--- src/shared/sdfc_params.svh ---
/*
 * offsets, field positions, reset values and timing counts of the
 * dual fifo control block; assumes a 32-bit axi4-lite register bus.
 */
`ifndef SDFC_PARAMS_SVH
`define SDFC_PARAMS_SVH
// ----------------------------------------
// register byte offsets
// ----------------------------------------
`define SDFC_OFF_CTRL 12'h000
`define SDFC_OFF_COUNT 12'h004
`define SDFC_OFF_STATUS 12'h008
// ----------------------------------------
// control word field positions
// ----------------------------------------
`define SDFC_B_FE1 0
`define SDFC_B_FE2 1
`define SDFC_B_FIFO1_CLEAR 2
`define SDFC_B_FIFO2_CLEAR 3
`define SDFC_B_SAVE 4
`define SDFC_B_RELOAD 5
`define SDFC_B_LOST 6
`define SDFC_B_SEL 8
`define SDFC_B_IDLE_EN 11
`define SDFC_B_LOST_EN 12
// ----------------------------------------
// sizes, resets, timing
// ----------------------------------------
`define SDFC_DEPTH 16
`define SDFC_PTR_W 4
`define SDFC_CNT_W 8
`define SDFC_CNT_RST 8'h00
`define SDFC_THR_RST 8'h08
`define SDFC_IDLE_BAUDS 8
`define SDFC_RESP_OKAY 2'h0
`define SDFC_RESP_SLVERR 2'h2
`endif

--- src/shared/sdfc_pkg.sv ---
/*
 * types of the dual fifo control block; assumes sdfc_params.svh is
 * on the include path.
 */
`default_nettype none
package sdfc_pkg;
    typedef logic [7:0] sdfc_byte_type;
    typedef logic [3:0] sdfc_ptr_type;
    typedef logic [7:0] sdfc_cnt_type;
endpackage : sdfc_pkg
`default_nettype wire

--- src/design/sdfc_top.sv ---
/*
 * dual fifo control for one serial channel: two 16-entry byte fifos,
 * role select, save/reload of the transmit read pointer, counts,
 * receive threshold and idle detection, axi4-lite registers.
 * assumes one clock; shift logic sits on the same clock and owns
 * tx/rx enables, the transmit data register and the receive errors.
 */
// The AXI4-Lite register port and the address map were left to the implementer.
`timescale 1ns/1ps
`include "sdfc_params.svh"
`default_nettype none
// Operation
// - role bit 0: fifo1 transmits, fifo2 receives; 1 reverses them
// - clearing fifos keeps role bit; role changes only with both enables off
// - lost flag sets on transmit write at saved pointer when enabled
// - lost flag clears on fifo clear or save write
// - reload copies saved pointer, self-clears, blocks non-clear control writes meanwhile
// - reload request ignored while fifo enabled or transmitting
// - save stores transmit read pointer only when transmit count is zero
// - clear bit empties its fifo, clears its lost flag, reads zero
// - enabled transmit fifo holding data starts sending once transmit enabled
// - receive error clears receive fifo enable; re-enable refused while error
// - disabling a fifo keeps contents, pointers and count
// - count register reads fifo2 high byte, fifo1 low byte
// - written receive count is threshold; reaching it sets receive full
// - idle over eight baud clocks below threshold sets receive full
// - data read or fifo disable resets idle counter
// - transmit count excludes byte in data register; receive excludes one in progress
// - depth sixteen, maximum count equals depth
// - lost detect enable gates lost flag; save before enabling
module sdfc_top (
    input wire logic clock_i,
    input wire logic rst_n_i,
    input wire logic [11:0] s_axi_awaddr,
    input wire logic s_axi_awvalid,
    output logic s_axi_awready,
    input wire logic [31:0] s_axi_wdata,
    input wire logic [3:0] s_axi_wstrb,
    input wire logic s_axi_wvalid,
    output logic s_axi_wready,
    output logic [1:0] s_axi_bresp,
    output logic s_axi_bvalid,
    input wire logic s_axi_bready,
    input wire logic [11:0] s_axi_araddr,
    input wire logic s_axi_arvalid,
    output logic s_axi_arready,
    output logic [31:0] s_axi_rdata,
    output logic [1:0] s_axi_rresp,
    output logic s_axi_rvalid,
    input wire logic s_axi_rready,
    input wire logic tx_enable_i,
    input wire logic rx_enable_i,
    input wire logic tx_busy_i,
    input wire logic tx_wr_i,
    input wire sdfc_pkg::sdfc_byte_type tx_wdata_i,
    input wire logic tx_pop_i,
    output logic tx_avail_o,
    output sdfc_pkg::sdfc_byte_type tx_rdata_o,
    input wire logic rx_push_i,
    input wire sdfc_pkg::sdfc_byte_type rx_wdata_i,
    input wire logic rx_rd_i,
    output sdfc_pkg::sdfc_byte_type rx_rdata_o,
    input wire logic rx_error_i,
    input wire logic baud_tick_i,
    input wire logic rx_line_idle_i,
    output logic rx_full_flag_o
);
    import sdfc_pkg::*;

    // ----------------------------------------
    // control bits
    // ----------------------------------------
    logic fe_ff [2];
    logic lost_ff [2];
    logic role_ff;
    logic lost_en_ff;
    logic idle_en_ff;
    logic reload_ff;
    sdfc_ptr_type saved_ff;
    sdfc_byte_type mem_ff [2][`SDFC_DEPTH];
    sdfc_ptr_type wp_ff [2];
    sdfc_ptr_type rp_ff [2];
    sdfc_cnt_type cnt_ff [2];
    sdfc_cnt_type thr_ff [2];
    logic [3:0] idle_ff;
    logic idle_full_ff;
    logic wr_do;
    logic rd_do;
    logic [11:0] waddr_ff;
    logic [31:0] wdata_ff;
    logic [3:0] wstrb_ff;
    logic aw_ff;
    logic w_ff;
    logic [31:0] rd_word;

    logic txi;
    logic rxi;
    assign txi = role_ff;
    assign rxi = ~role_ff;

    // ----------------------------------------
    // axi4-lite write path
    // ----------------------------------------
    assign s_axi_awready = ~aw_ff & ~s_axi_bvalid;
    assign s_axi_wready = ~w_ff & ~s_axi_bvalid;
    assign wr_do = aw_ff & w_ff & ~s_axi_bvalid;

    always_ff @(posedge clock_i) begin
        if (!rst_n_i) begin
            aw_ff <= 1'b0;
            w_ff <= 1'b0;
            waddr_ff <= 12'h000;
            wdata_ff <= 32'h00000000;
            wstrb_ff <= 4'h0;
            s_axi_bvalid <= 1'b0;
            s_axi_bresp <= `SDFC_RESP_OKAY;
        end else begin
            if (s_axi_awvalid && s_axi_awready) begin
                aw_ff <= 1'b1;
                waddr_ff <= s_axi_awaddr;
            end
            if (s_axi_wvalid && s_axi_wready) begin
                w_ff <= 1'b1;
                wdata_ff <= s_axi_wdata;
                wstrb_ff <= s_axi_wstrb;
            end
            if (wr_do) begin
                aw_ff <= 1'b0;
                w_ff <= 1'b0;
                s_axi_bvalid <= 1'b1;
                s_axi_bresp <= (waddr_ff == `SDFC_OFF_CTRL || waddr_ff == `SDFC_OFF_COUNT)
                    ? `SDFC_RESP_OKAY : `SDFC_RESP_SLVERR;
            end else if (s_axi_bready) begin
                s_axi_bvalid <= 1'b0;
            end
        end
    end

    logic ctl_wr0;
    logic ctl_wr1;
    logic cnt_wr0;
    logic cnt_wr1;
    assign ctl_wr0 = wr_do && waddr_ff == `SDFC_OFF_CTRL && wstrb_ff[0];
    assign ctl_wr1 = wr_do && waddr_ff == `SDFC_OFF_CTRL && wstrb_ff[1];
    assign cnt_wr0 = wr_do && waddr_ff == `SDFC_OFF_COUNT && wstrb_ff[0];
    assign cnt_wr1 = wr_do && waddr_ff == `SDFC_OFF_COUNT && wstrb_ff[1];

    logic clr [2];
    assign clr[0] = ctl_wr0 & wdata_ff[`SDFC_B_FIFO1_CLEAR];
    assign clr[1] = ctl_wr0 & wdata_ff[`SDFC_B_FIFO2_CLEAR];
    // other control writes blocked during reload
    logic ctl_ok;
    assign ctl_ok = ctl_wr0 & ~reload_ff;
    logic save_req;
    // save only with empty transmit count
    assign save_req = ctl_ok & wdata_ff[`SDFC_B_SAVE] & (cnt_ff[txi] == 8'h00);

    // ----------------------------------------
    // enables, role and mode bits
    // ----------------------------------------
    always_ff @(posedge clock_i) begin
        if (!rst_n_i) begin
            fe_ff[0] <= 1'b0;
            fe_ff[1] <= 1'b0;
            role_ff <= 1'b0;
            lost_en_ff <= 1'b0;
            idle_en_ff <= 1'b0;
        end else begin
            for (int i = 0; i < 2; i++) begin
                if (ctl_ok) begin
                    // re-enable refused while receive error stands
                    if (!(i == int'(rxi) && rx_error_i && wdata_ff[i])) begin
                        // disable only gates traffic, state kept
                        fe_ff[i] <= wdata_ff[i];
                    end
                end
                if (i == int'(rxi) && rx_error_i) begin
                    fe_ff[i] <= 1'b0;
                end
            end
            // role changes only with both enables off, clears leave it
            if (ctl_wr1 && !reload_ff && !fe_ff[0] && !fe_ff[1]) begin
                role_ff <= wdata_ff[`SDFC_B_SEL];
            end
            if (ctl_wr1 && !reload_ff) begin
                lost_en_ff <= wdata_ff[`SDFC_B_LOST_EN];
                idle_en_ff <= wdata_ff[`SDFC_B_IDLE_EN];
            end
        end
    end

    // ----------------------------------------
    // save, reload and lost flag
    // ----------------------------------------
    always_ff @(posedge clock_i) begin
        if (!rst_n_i) begin
            reload_ff <= 1'b0;
            saved_ff <= 4'h0;
        end else begin
            if (save_req) begin
                saved_ff <= rp_ff[txi];
            end
            // reload refused while enabled or transmitting
            if (ctl_ok && wdata_ff[`SDFC_B_RELOAD] && !fe_ff[txi] && !tx_busy_i) begin
                reload_ff <= 1'b1;
            end else begin
                // self-clears after one cycle of copy
                reload_ff <= 1'b0;
            end
        end
    end

    always_ff @(posedge clock_i) begin
        if (!rst_n_i) begin
            lost_ff[0] <= 1'b0;
            lost_ff[1] <= 1'b0;
        end else begin
            for (int i = 0; i < 2; i++) begin
                // clear or save wipes the flag
                if (clr[i] || (save_req && i == int'(txi))) begin
                    lost_ff[i] <= 1'b0;
                end
                // overwrite of saved slot, set wins over clear
                if (i == int'(txi) && lost_en_ff && tx_wr_i && fe_ff[i] && !reload_ff
                    && wp_ff[i] == saved_ff) begin
                    lost_ff[i] <= 1'b1;
                end
            end
        end
    end

    // ----------------------------------------
    // circular buffers
    // ----------------------------------------
    logic push [2];
    logic pop [2];
    always_comb begin
        for (int i = 0; i < 2; i++) begin
            if (i == int'(txi)) begin
                push[i] = tx_wr_i & fe_ff[i] & ~reload_ff & (cnt_ff[i] != 8'(`SDFC_DEPTH));
                pop[i] = tx_pop_i & tx_avail_o;
            end else begin
                push[i] = rx_push_i & rx_enable_i & fe_ff[i] & (cnt_ff[i] != 8'(`SDFC_DEPTH));
                pop[i] = rx_rd_i & fe_ff[i] & (cnt_ff[i] != 8'h00);
            end
        end
    end

    always_ff @(posedge clock_i) begin
        if (!rst_n_i) begin
            for (int i = 0; i < 2; i++) begin
                wp_ff[i] <= 4'h0;
                rp_ff[i] <= 4'h0;
                cnt_ff[i] <= `SDFC_CNT_RST;
            end
        end else begin
            for (int i = 0; i < 2; i++) begin
                if (clr[i]) begin
                    wp_ff[i] <= 4'h0;
                    rp_ff[i] <= 4'h0;
                    cnt_ff[i] <= `SDFC_CNT_RST;
                end else if (reload_ff && i == int'(txi)) begin
                    // rewind read pointer to the saved slot
                    rp_ff[i] <= saved_ff;
                    cnt_ff[i] <= {4'h0, 4'(wp_ff[i] - saved_ff)} + ((wp_ff[i] == saved_ff
                        && cnt_ff[i] != 8'h00) ? 8'(`SDFC_DEPTH) : 8'h00);
                end else begin
                    if (push[i]) begin
                        wp_ff[i] <= wp_ff[i] + 4'h1;
                    end
                    if (pop[i]) begin
                        rp_ff[i] <= rp_ff[i] + 4'h1;
                    end
                    // count of stored entries only, capped at depth
                    cnt_ff[i] <= cnt_ff[i] + 8'(push[i]) - 8'(pop[i]);
                end
            end
        end
    end

    always_ff @(posedge clock_i) begin
        for (int i = 0; i < 2; i++) begin
            if (push[i]) begin
                mem_ff[i][wp_ff[i]] <= (i == int'(txi)) ? tx_wdata_i : rx_wdata_i;
            end
        end
    end

    // data offered as soon as enabled and transmit is on
    assign tx_avail_o = fe_ff[txi] & tx_enable_i & ~reload_ff & (cnt_ff[txi] != 8'h00);
    assign tx_rdata_o = mem_ff[txi][rp_ff[txi]];
    assign rx_rdata_o = mem_ff[rxi][rp_ff[rxi]];

    // ----------------------------------------
    // threshold and idle detection
    // ----------------------------------------
    always_ff @(posedge clock_i) begin
        if (!rst_n_i) begin
            thr_ff[0] <= `SDFC_THR_RST;
            thr_ff[1] <= `SDFC_THR_RST;
        end else begin
            if (cnt_wr0) begin
                thr_ff[0] <= wdata_ff[7:0];
            end
            if (cnt_wr1) begin
                thr_ff[1] <= wdata_ff[15:8];
            end
        end
    end

    always_ff @(posedge clock_i) begin
        if (!rst_n_i) begin
            idle_ff <= 4'h0;
            idle_full_ff <= 1'b0;
        end else begin
            // read or disable restarts the idle count
            if (rx_rd_i || !fe_ff[rxi] || !rx_line_idle_i || cnt_ff[rxi] == 8'h00) begin
                idle_ff <= 4'h0;
            end else if (baud_tick_i && idle_ff <= 4'(`SDFC_IDLE_BAUDS)) begin
                idle_ff <= idle_ff + 4'h1;
            end
            // more than eight idle baud clocks below threshold
            if (cnt_ff[rxi] == 8'h00 || clr[rxi]) begin
                idle_full_ff <= 1'b0;
            end else if (idle_en_ff && cnt_ff[rxi] < thr_ff[rxi]
                && idle_ff > 4'(`SDFC_IDLE_BAUDS)) begin
                idle_full_ff <= 1'b1;
            end
        end
    end

    assign rx_full_flag_o = (cnt_ff[rxi] != 8'h00)
        & ((cnt_ff[rxi] >= thr_ff[rxi]) | idle_full_ff);

    // ----------------------------------------
    // axi4-lite read path
    // ----------------------------------------
    always_comb begin
        rd_word = 32'h00000000;
        if (s_axi_araddr == `SDFC_OFF_CTRL) begin
            rd_word[`SDFC_B_FE1] = fe_ff[0];
            rd_word[`SDFC_B_FE2] = fe_ff[1];
            rd_word[`SDFC_B_RELOAD] = reload_ff;
            rd_word[`SDFC_B_LOST] = lost_ff[txi];
            rd_word[`SDFC_B_SEL] = role_ff;
            rd_word[`SDFC_B_IDLE_EN] = idle_en_ff;
            rd_word[`SDFC_B_LOST_EN] = lost_en_ff;
        end else if (s_axi_araddr == `SDFC_OFF_COUNT) begin
            // fifo2 high byte, fifo1 low byte
            rd_word[15:0] = {cnt_ff[1], cnt_ff[0]};
        end else if (s_axi_araddr == `SDFC_OFF_STATUS) begin
            rd_word[1:0] = {lost_ff[1], lost_ff[0]};
            rd_word[2] = rx_full_flag_o;
        end
    end

    assign s_axi_arready = ~s_axi_rvalid;
    assign rd_do = s_axi_arvalid & s_axi_arready;
    always_ff @(posedge clock_i) begin
        if (!rst_n_i) begin
            s_axi_rvalid <= 1'b0;
            s_axi_rdata <= 32'h00000000;
            s_axi_rresp <= `SDFC_RESP_OKAY;
        end else if (rd_do) begin
            s_axi_rvalid <= 1'b1;
            s_axi_rdata <= rd_word;
            s_axi_rresp <= (s_axi_araddr == `SDFC_OFF_CTRL || s_axi_araddr == `SDFC_OFF_COUNT
                || s_axi_araddr == `SDFC_OFF_STATUS) ? `SDFC_RESP_OKAY : `SDFC_RESP_SLVERR;
        end else if (s_axi_rready) begin
            s_axi_rvalid <= 1'b0;
        end
    end

    // ----------------------------------------
    // checks
    // ----------------------------------------
    a_reload_self_clear: assert property (@(posedge clock_i) disable iff (!rst_n_i)
        reload_ff |=> !reload_ff) else $error("reload bit stuck");
    a_reload_rewinds: assert property (@(posedge clock_i) disable iff (!rst_n_i)
        reload_ff && !clr[txi] |=> rp_ff[txi] == $past(saved_ff)) else $error("no rewind");
    a_role_hold: assert property (@(posedge clock_i) disable iff (!rst_n_i)
        fe_ff[0] || fe_ff[1] |=> role_ff == $past(role_ff)) else $error("role changed");
    a_clear_empties: assert property (@(posedge clock_i) disable iff (!rst_n_i)
        clr[0] |=> cnt_ff[0] == 8'h00 && !lost_ff[0]) else $error("clear failed");
    a_rx_err_drop: assert property (@(posedge clock_i) disable iff (!rst_n_i)
        rx_error_i |=> !fe_ff[$past(rxi)]) else $error("enable kept on error");
    a_save_gated: assert property (@(posedge clock_i) disable iff (!rst_n_i)
        !save_req && !reload_ff |=> saved_ff == $past(saved_ff)) else $error("bad save");
    a_full_thresh: assert property (@(posedge clock_i) disable iff (!rst_n_i)
        cnt_ff[rxi] != 8'h00 && cnt_ff[rxi] >= thr_ff[rxi] |-> rx_full_flag_o)
        else $error("full not set");
    a_lost_set: assert property (@(posedge clock_i) disable iff (!rst_n_i)
        lost_en_ff && tx_wr_i && fe_ff[txi] && !reload_ff && wp_ff[txi] == saved_ff
        |=> lost_ff[$past(txi)]) else $error("lost not set");
    a_disable_keeps: assert property (@(posedge clock_i) disable iff (!rst_n_i)
        !fe_ff[rxi] && !clr[rxi] && !ctl_wr1 |=> $stable(cnt_ff[rxi]))
        else $error("count moved while off");
endmodule : sdfc_top
`default_nettype wire

--- config.mk ---
export PLATFORM = sky130hd
export DESIGN_NAME = sdfc_top
export DESIGN_NICKNAME = d
export VERILOG_FILES = /design/src/shared/sdfc_pkg.sv /design/src/design/sdfc_top.sv
export VERILOG_INCLUDE_DIRS = /design/src /design/src/shared
export SDC_FILE = /design/constraint.sdc
export NUM_CORES = 1
export LEC_CHECK = 0
export CORE_UTILIZATION = 40
export DETAILED_ROUTE_END_ITERATION = 10
export DONT_BUFFER_PORTS = 1
export PLACE_DENSITY = 0.55
export RECOVER_POWER = 100
export SLEW_MARGIN = 5
export SYNTH_ARGS = -nofsm -noshare
export SYNTH_HDL_FRONTEND = slang
export SYNTH_SLANG_ARGS = --single-unit
export TNS_END_PERCENT = 20
--- constraint.sdc ---
create_clock -name clock_i -period 4 [get_ports clock_i]
set_clock_uncertainty 0.15 [all_clocks]
set_input_delay 0.2 -clock clock_i [delete_from_list [all_inputs] [get_ports clock_i]]
set_output_delay 0.2 -clock clock_i [all_outputs]
set_load 0.01 [all_outputs]
# == After elaboration in Yosys (flattened, before gate mapping) ==
# Memory sizes are Yosys's and may differ from the RTL's. A register that Yosys moved wholly into a read port is not among the register bits.
# Cells that the tools add are included.
# classes
addsub,13
magnitude_cmp,11
eq_ne,7
mux,152
bitwise_logic,70
reduce_logical,68
# op_table
cell,n
$mux W128,2
$mux W8,16
$mux W1,107
$bmux W8 S4,2
$demux W8 S4,2
$mux W4,10
$logic_and A1 B1 Y1,39
$reduce_bool A8 Y1,4
$and A1 B1 Y1,30
$or A1 B1 Y1,27
$eq A12 B3 Y1 const B,2
$logic_not A12 Y1,2
$add A4 B1 Y4 const B,5
$ge A5 B5 Y1 const B,4
$not A4 Y5,4
$add A8 B1 Y8,2
$logic_not A8 Y1,2
$ne A8 B5 Y1 const B,2
$sub A8 B1 Y8,2
$mux W13,1
$add A4 B5 Y6,2
$eq A12 B4 Y1 const B,1
$mux W2,6
$mux W3,4
15 further kinds,43
# word_totals
reg_bits,67
ram_bits,308
inputBits,93
elab_cells,345
mem_count,7
# mem_list
memory,depth,word_bits,read_ports,rd_clocked_by_memory_dff,write_ports,line_no,text
mem_ff,2,128,2,1,2,sdfc_top.sv:80,sdfc_byte_type mem_ff [2][`SDFC_DEPTH];
cnt_ff,2,8,4,1,2,sdfc_top.sv:83,sdfc_cnt_type cnt_ff [2];
thr_ff,2,8,1,0,2,sdfc_top.sv:84,sdfc_cnt_type thr_ff [2];
rp_ff,2,4,4,1,2,sdfc_top.sv:82,sdfc_ptr_type rp_ff [2];
wp_ff,2,4,2,0,2,sdfc_top.sv:81,sdfc_ptr_type wp_ff [2];
fe_ff,2,1,4,1,2,sdfc_top.sv:73,logic fe_ff [2];
1 more memories,n/a,n/a,n/a,n/a,n/a,n/a,

# == Longest topological paths before layout ==
# depth
ltp_word,14
mapped_depth,15
mapped_depth_nobuf,15

# == Least setup slack after synthesis ==
# OpenSTA, ideal clock, no wires.
# synth_path
path_type,reg-to-reg
startpoint,memory cnt_ff[0][1] (netlist name)
endpoint,"memory cnt_ff[1][6] (netlist name), data pin"
setup_ns,0.259
t_arrival_ns,3.229
required_time_ns,3.591
path_slack_ns,0.362
stages_incl_launch_ff,15
synth_period_minus_slack_ns,3.638
cell_sequence,edfxtp_1 nor4_1 a211o_2 a211oi_4 or2_1 ha_1 inv_1 ha_1 inv_1 fa_1 nand2b_1 a21oi_1 o21ai_0 and4b_1 o31a_1
# synth_lines
item,line_no
"start, declared",sdfc_top.sv:83

==> impl_metrics.csv <==
group,metric,value,unit
outcome,status,"finished, final reports clean",
place,hpwl,42.5,mm
sta,max_slew_margin,26.9,%
min_path,min_from,"rx_rd_i",
sta,max_clock_freq,0.258,GHz
sta,whs,0.00335,ns
grt,grt_max_degree,65,
synth,netlist.top_cell.by_area,"edfxtp_1",
worst_setup_path,cp.required,3.65,ns
route,drcViolationCount,0,
synth,synth-main-ff-cell,"edfxtp_1",
sta,final.setup.worst_slack,0.130,ns
power,p_leak,7.53,nW
synth,ys_seq_area_share,54.9,%
clocking,cts_root_buffer,"clkbuf_16",
synth,ys_types,86,
min_path,holdPathStages,3,
worst_setup_path,arrival,3.52,ns
worst_setup_path,crit_chain,"buf_4, mux2i_4, buf_4, buf_4, nand2_1, a31oi_1, nand3_1, a31oi_1",
synth,yosys_warnings,0,
die,core_area,47000,sq um
clocking,clockBufferDepth,3,
grt,grt_pass1_wl,87.7,mm
synth,synthTopCellsByArea,"edfxtp_1 (48%), dfxtp_1 (7.1%), nand2_1 (5.9%)",
sta,finalHoldViolCount,0,
worst_setup_path,startpoint_type,"register",
synth,syn-cell-area,19200,sq um
synth,synth_seq_cells,374,
route,drt-wirelength-per-cell,24.6,um
route,drt_iter0_markers,1123,
worst_setup_path,crit_path_end_kind,"output port",
clocking,cts_tree,"yes",
die,die_area,48900,sq um
power,vdd_drop_max,314,uV
run,drv_cap,0,
route,post_drt_via_cell_ratio,5.79,
route,drt_wl_total,60.1,mm
grt,grt_pass1_vias,14000,
place,post-place-ws,0.0661,ns
die,rows,79,
clocking,path_clk_slew,0.06,ns
clocking,clock-sinks,374,
grt,gr-total-overflow,0,
worst_setup_path,cp_max_fo,36,
synth,avgSynthCellArea,11.3,sq um
finish,syn2layout_area_growth,14.3,%
synth,synth.top_cell.area_share,47.8,%
worst_setup_path,cp_slowest_cell,"mux2i_4",
worst_setup_path,r2r_slack,0.17,ns
synth,async_flop_share,0,%
die,start_util,41.0,%
clocking,cts_made_buffers,42,
power,powerDensity,417,nW/um^2
route,ant_nets,0,
clocking,insertion_delay,0.57,ns
sta,worstMarginPinSlew,1.09,ns
sta,rsz0062_at_grt,"no",
die,pin_count,152,
sta,final.setup.tns,0,ns
finish,n_antenna_cell,0,
sta,setup_viol,0,
die,die_x,221,um
finish,nets,1946,
die,die_y,221,um
sta,min_period_over_period,96.8,%
place,gp_congestion,0.927,
clocking,h-tree-depth,2,
worst_setup_path,r2r-end,"cnt_ff[1][6]$_SDFFCE_PN0P_",
worst_setup_path,reg2regPathDepth,15,
sta,finalMaxSlewViolations,0,
min_path,hold_end,"rp_ff[1][2]$_SDFFCE_PN0P_",
grt,grt_antenna_before_repair,6,
route,first_pass_iters,5,
synth,synth_edf_count,306,
route,num_vias,14100,
min_path,hold_class,"in -> reg",
finish,drive_gt1_share,10.9,%
grt,grt_util_all_layers,24.2,%
synth,synth_cells,1699,
sta,min_period,3.87,ns
worst_setup_path,rr_startpoint,"cnt_ff[1][2]$_SDFFCE_PN0P_",
worst_setup_path,cp_slowest_stage_delay,0.48,ns
place,portBuffers,0,
worst_setup_path,cp_common_cell,"buf_4",
worst_setup_path,worstSetupPathType,"reg -> out",
## registers in the layout, summed over array words and instances (netlist names), 4 cells and up, named ones only
name,flops
s_axi_rdata,16
rp_ff,8
waddr_ff,12
mem_ff,256
cnt_ff,16
wdata_ff,16
idle_ff,4
saved_ff,4
thr_ff,16
wp_ff,8
## layer usage
layer / vias up / GRT usage (%) / part of all wire, %
met2: 567 / 42.6 / 50
met3: 134 / 5.24 / 7.5
li1: 6489 / - / -
met1: 6927 / 27.6 / 38
met4: 12 / 12.4 / 5.0
met5: - / 0 / 0.13
## kinds of logic after synthesis
family | share of synthesized area (%)
AOI/OAI and AO/OA | 10.6
and+or+nand+nor | 15.7
DFF | 54.9
xor gates and xnor gates | 1.05
muxes | 9.41
other | 0.0391
adders and majority gates | 3.54
buffers and inverters | 4.78
## stage by stage
stage	total power [mW]	utilization, %	instances	cell area (sq um)
2_1_floorplan	5.11	-	1731	19300
3_3_place_gp	5.39	42.5	2281	20000
3_5_place_dp	5.41	42.5	2281	20000
4_1_cts	9.22	47.0	2437	22100
5_1_grt	9.46	46.8	2439	22000
6_report	9.17	46.8	2439	22000
## worst max-delay path, delay by kind of cell (launching register included)
kind | cells | cell delay [ns]
compound gates | 2 | 0.63
flops | 1 | 0.39
buf+inv | 3 | 1.18
simple gates | 2 | 0.25
mux | 1 | 0.48
## cell type report
type                    count  area [sq um]
fillers                  4331         25000
flip-flops and latches    374         10600
multi-input cells        1181          7880
repair buffers            153          1290
clock buffers              58          1180
well taps                 607           759
inverters                  49           184
clock inverters            17           148
## synthesized netlist by cell type (all sizes together) (5+ instances only)
| library cell | number |
|---|---|
| a211oi | 27 |
| a21o | 6 |
| a21oi | 90 |
| a221oi | 19 |
| a22oi | 15 |
| a311oi | 9 |
| a31oi | 37 |
| and2 | 22 |
| and3 | 8 |
| buf | 82 |
| clkbuf | 45 |
| dfxtp | 68 |
| edfxtp | 306 |
| ha | 48 |
| inv | 48 |
| mux2 | 40 |
| mux2i | 49 |
| mux4 | 38 |
| nand2 | 301 |
| nand2b | 12 |
| nand3 | 94 |
| nand4 | 14 |
| nand4b | 8 |
| nor2 | 91 |
| nor2b | 5 |
| nor3 | 15 |
| nor3b | 5 |
| nor4 | 22 |
| o21ai | 54 |
| o31ai | 19 |
| or2 | 5 |
| or3 | 8 |
| or4b | 12 |
| xnor2 | 13 |
| xor2 | 10 |
## timing repair
action,in CTS,in global routing
hold buffers,81,0
resized for setup,0,10
endpoints found under the setup margin,0,1
buffers inserted,0,2
endpoints found under the hold margin,117,0
## placed cells by master (no fill, tap or decap), types with 7 or more instances in the layout
cell type | Yosys | layout
inv_1 | 48 | 44
or4b_1 | 12 | 12
edfxtp_1 | 306 | 306
or3_1 | 8 | 8
clkbuf_16 | 0 | 43
nand4_1 | 14 | 14
conb_1 | 2 | 34
clkbuf_1 | 43 | 35
nand4b_1 | 8 | 8
o31ai_1 | 18 | 18
clkinv_2 | 0 | 7
nor3_1 | 13 | 15
a311oi_1 | 9 | 9
ha_1 | 48 | 48
and3_1 | 8 | 8
a31oi_1 | 37 | 37
a211oi_1 | 26 | 26
a221oi_1 | 18 | 18
and2_0 | 2 | 11
a22oi_1 | 15 | 15
mux2i_1 | 48 | 46
o21ai_0 | 51 | 50
buf_4 | 27 | 42
dlygate4sd3_1 | 0 | 81
and2_1 | 20 | 11
nand2b_1 | 12 | 12
nand3_1 | 92 | 93
nor4_1 | 20 | 17
nand2_1 | 301 | 301
nor2_1 | 89 | 90
dfxtp_1 | 68 | 67
a21oi_1 | 90 | 90
xnor2_1 | 13 | 13
mux2_2 | 40 | 25
xor2_1 | 10 | 10
mux2_1 | 0 | 15
mux4_2 | 38 | 38
## how the worst max path moves through the flow
stage | end | slack [ns] | cells after the start
floorplan | cnt_ff[1][6]$_SDFFCE_PN0P_ | 0.36 | 14
global placement | cnt_ff[1][6]$_SDFFCE_PN0P_ | 0.14 | 15
detailed placement | cnt_ff[1][6]$_SDFFCE_PN0P_ | 0.07 | 15
CTS | cnt_ff[1][6]$_SDFFCE_PN0P_ | 0.03 | 15
global route | cnt_ff[0][6]$_SDFFCE_PN0P_ | 0.004 | 16
finish | tx_rdata_o[2] | 0.13 | 8
## report_power, final
part           total (mW)  internal, mW  switching, mW
Sequential           4.38          4.29         0.0824
Combinational        1.03         0.401          0.633
Clock                3.76          2.19           1.57
Total                9.17          6.88           2.29
(Power assumes the default switching activity.)
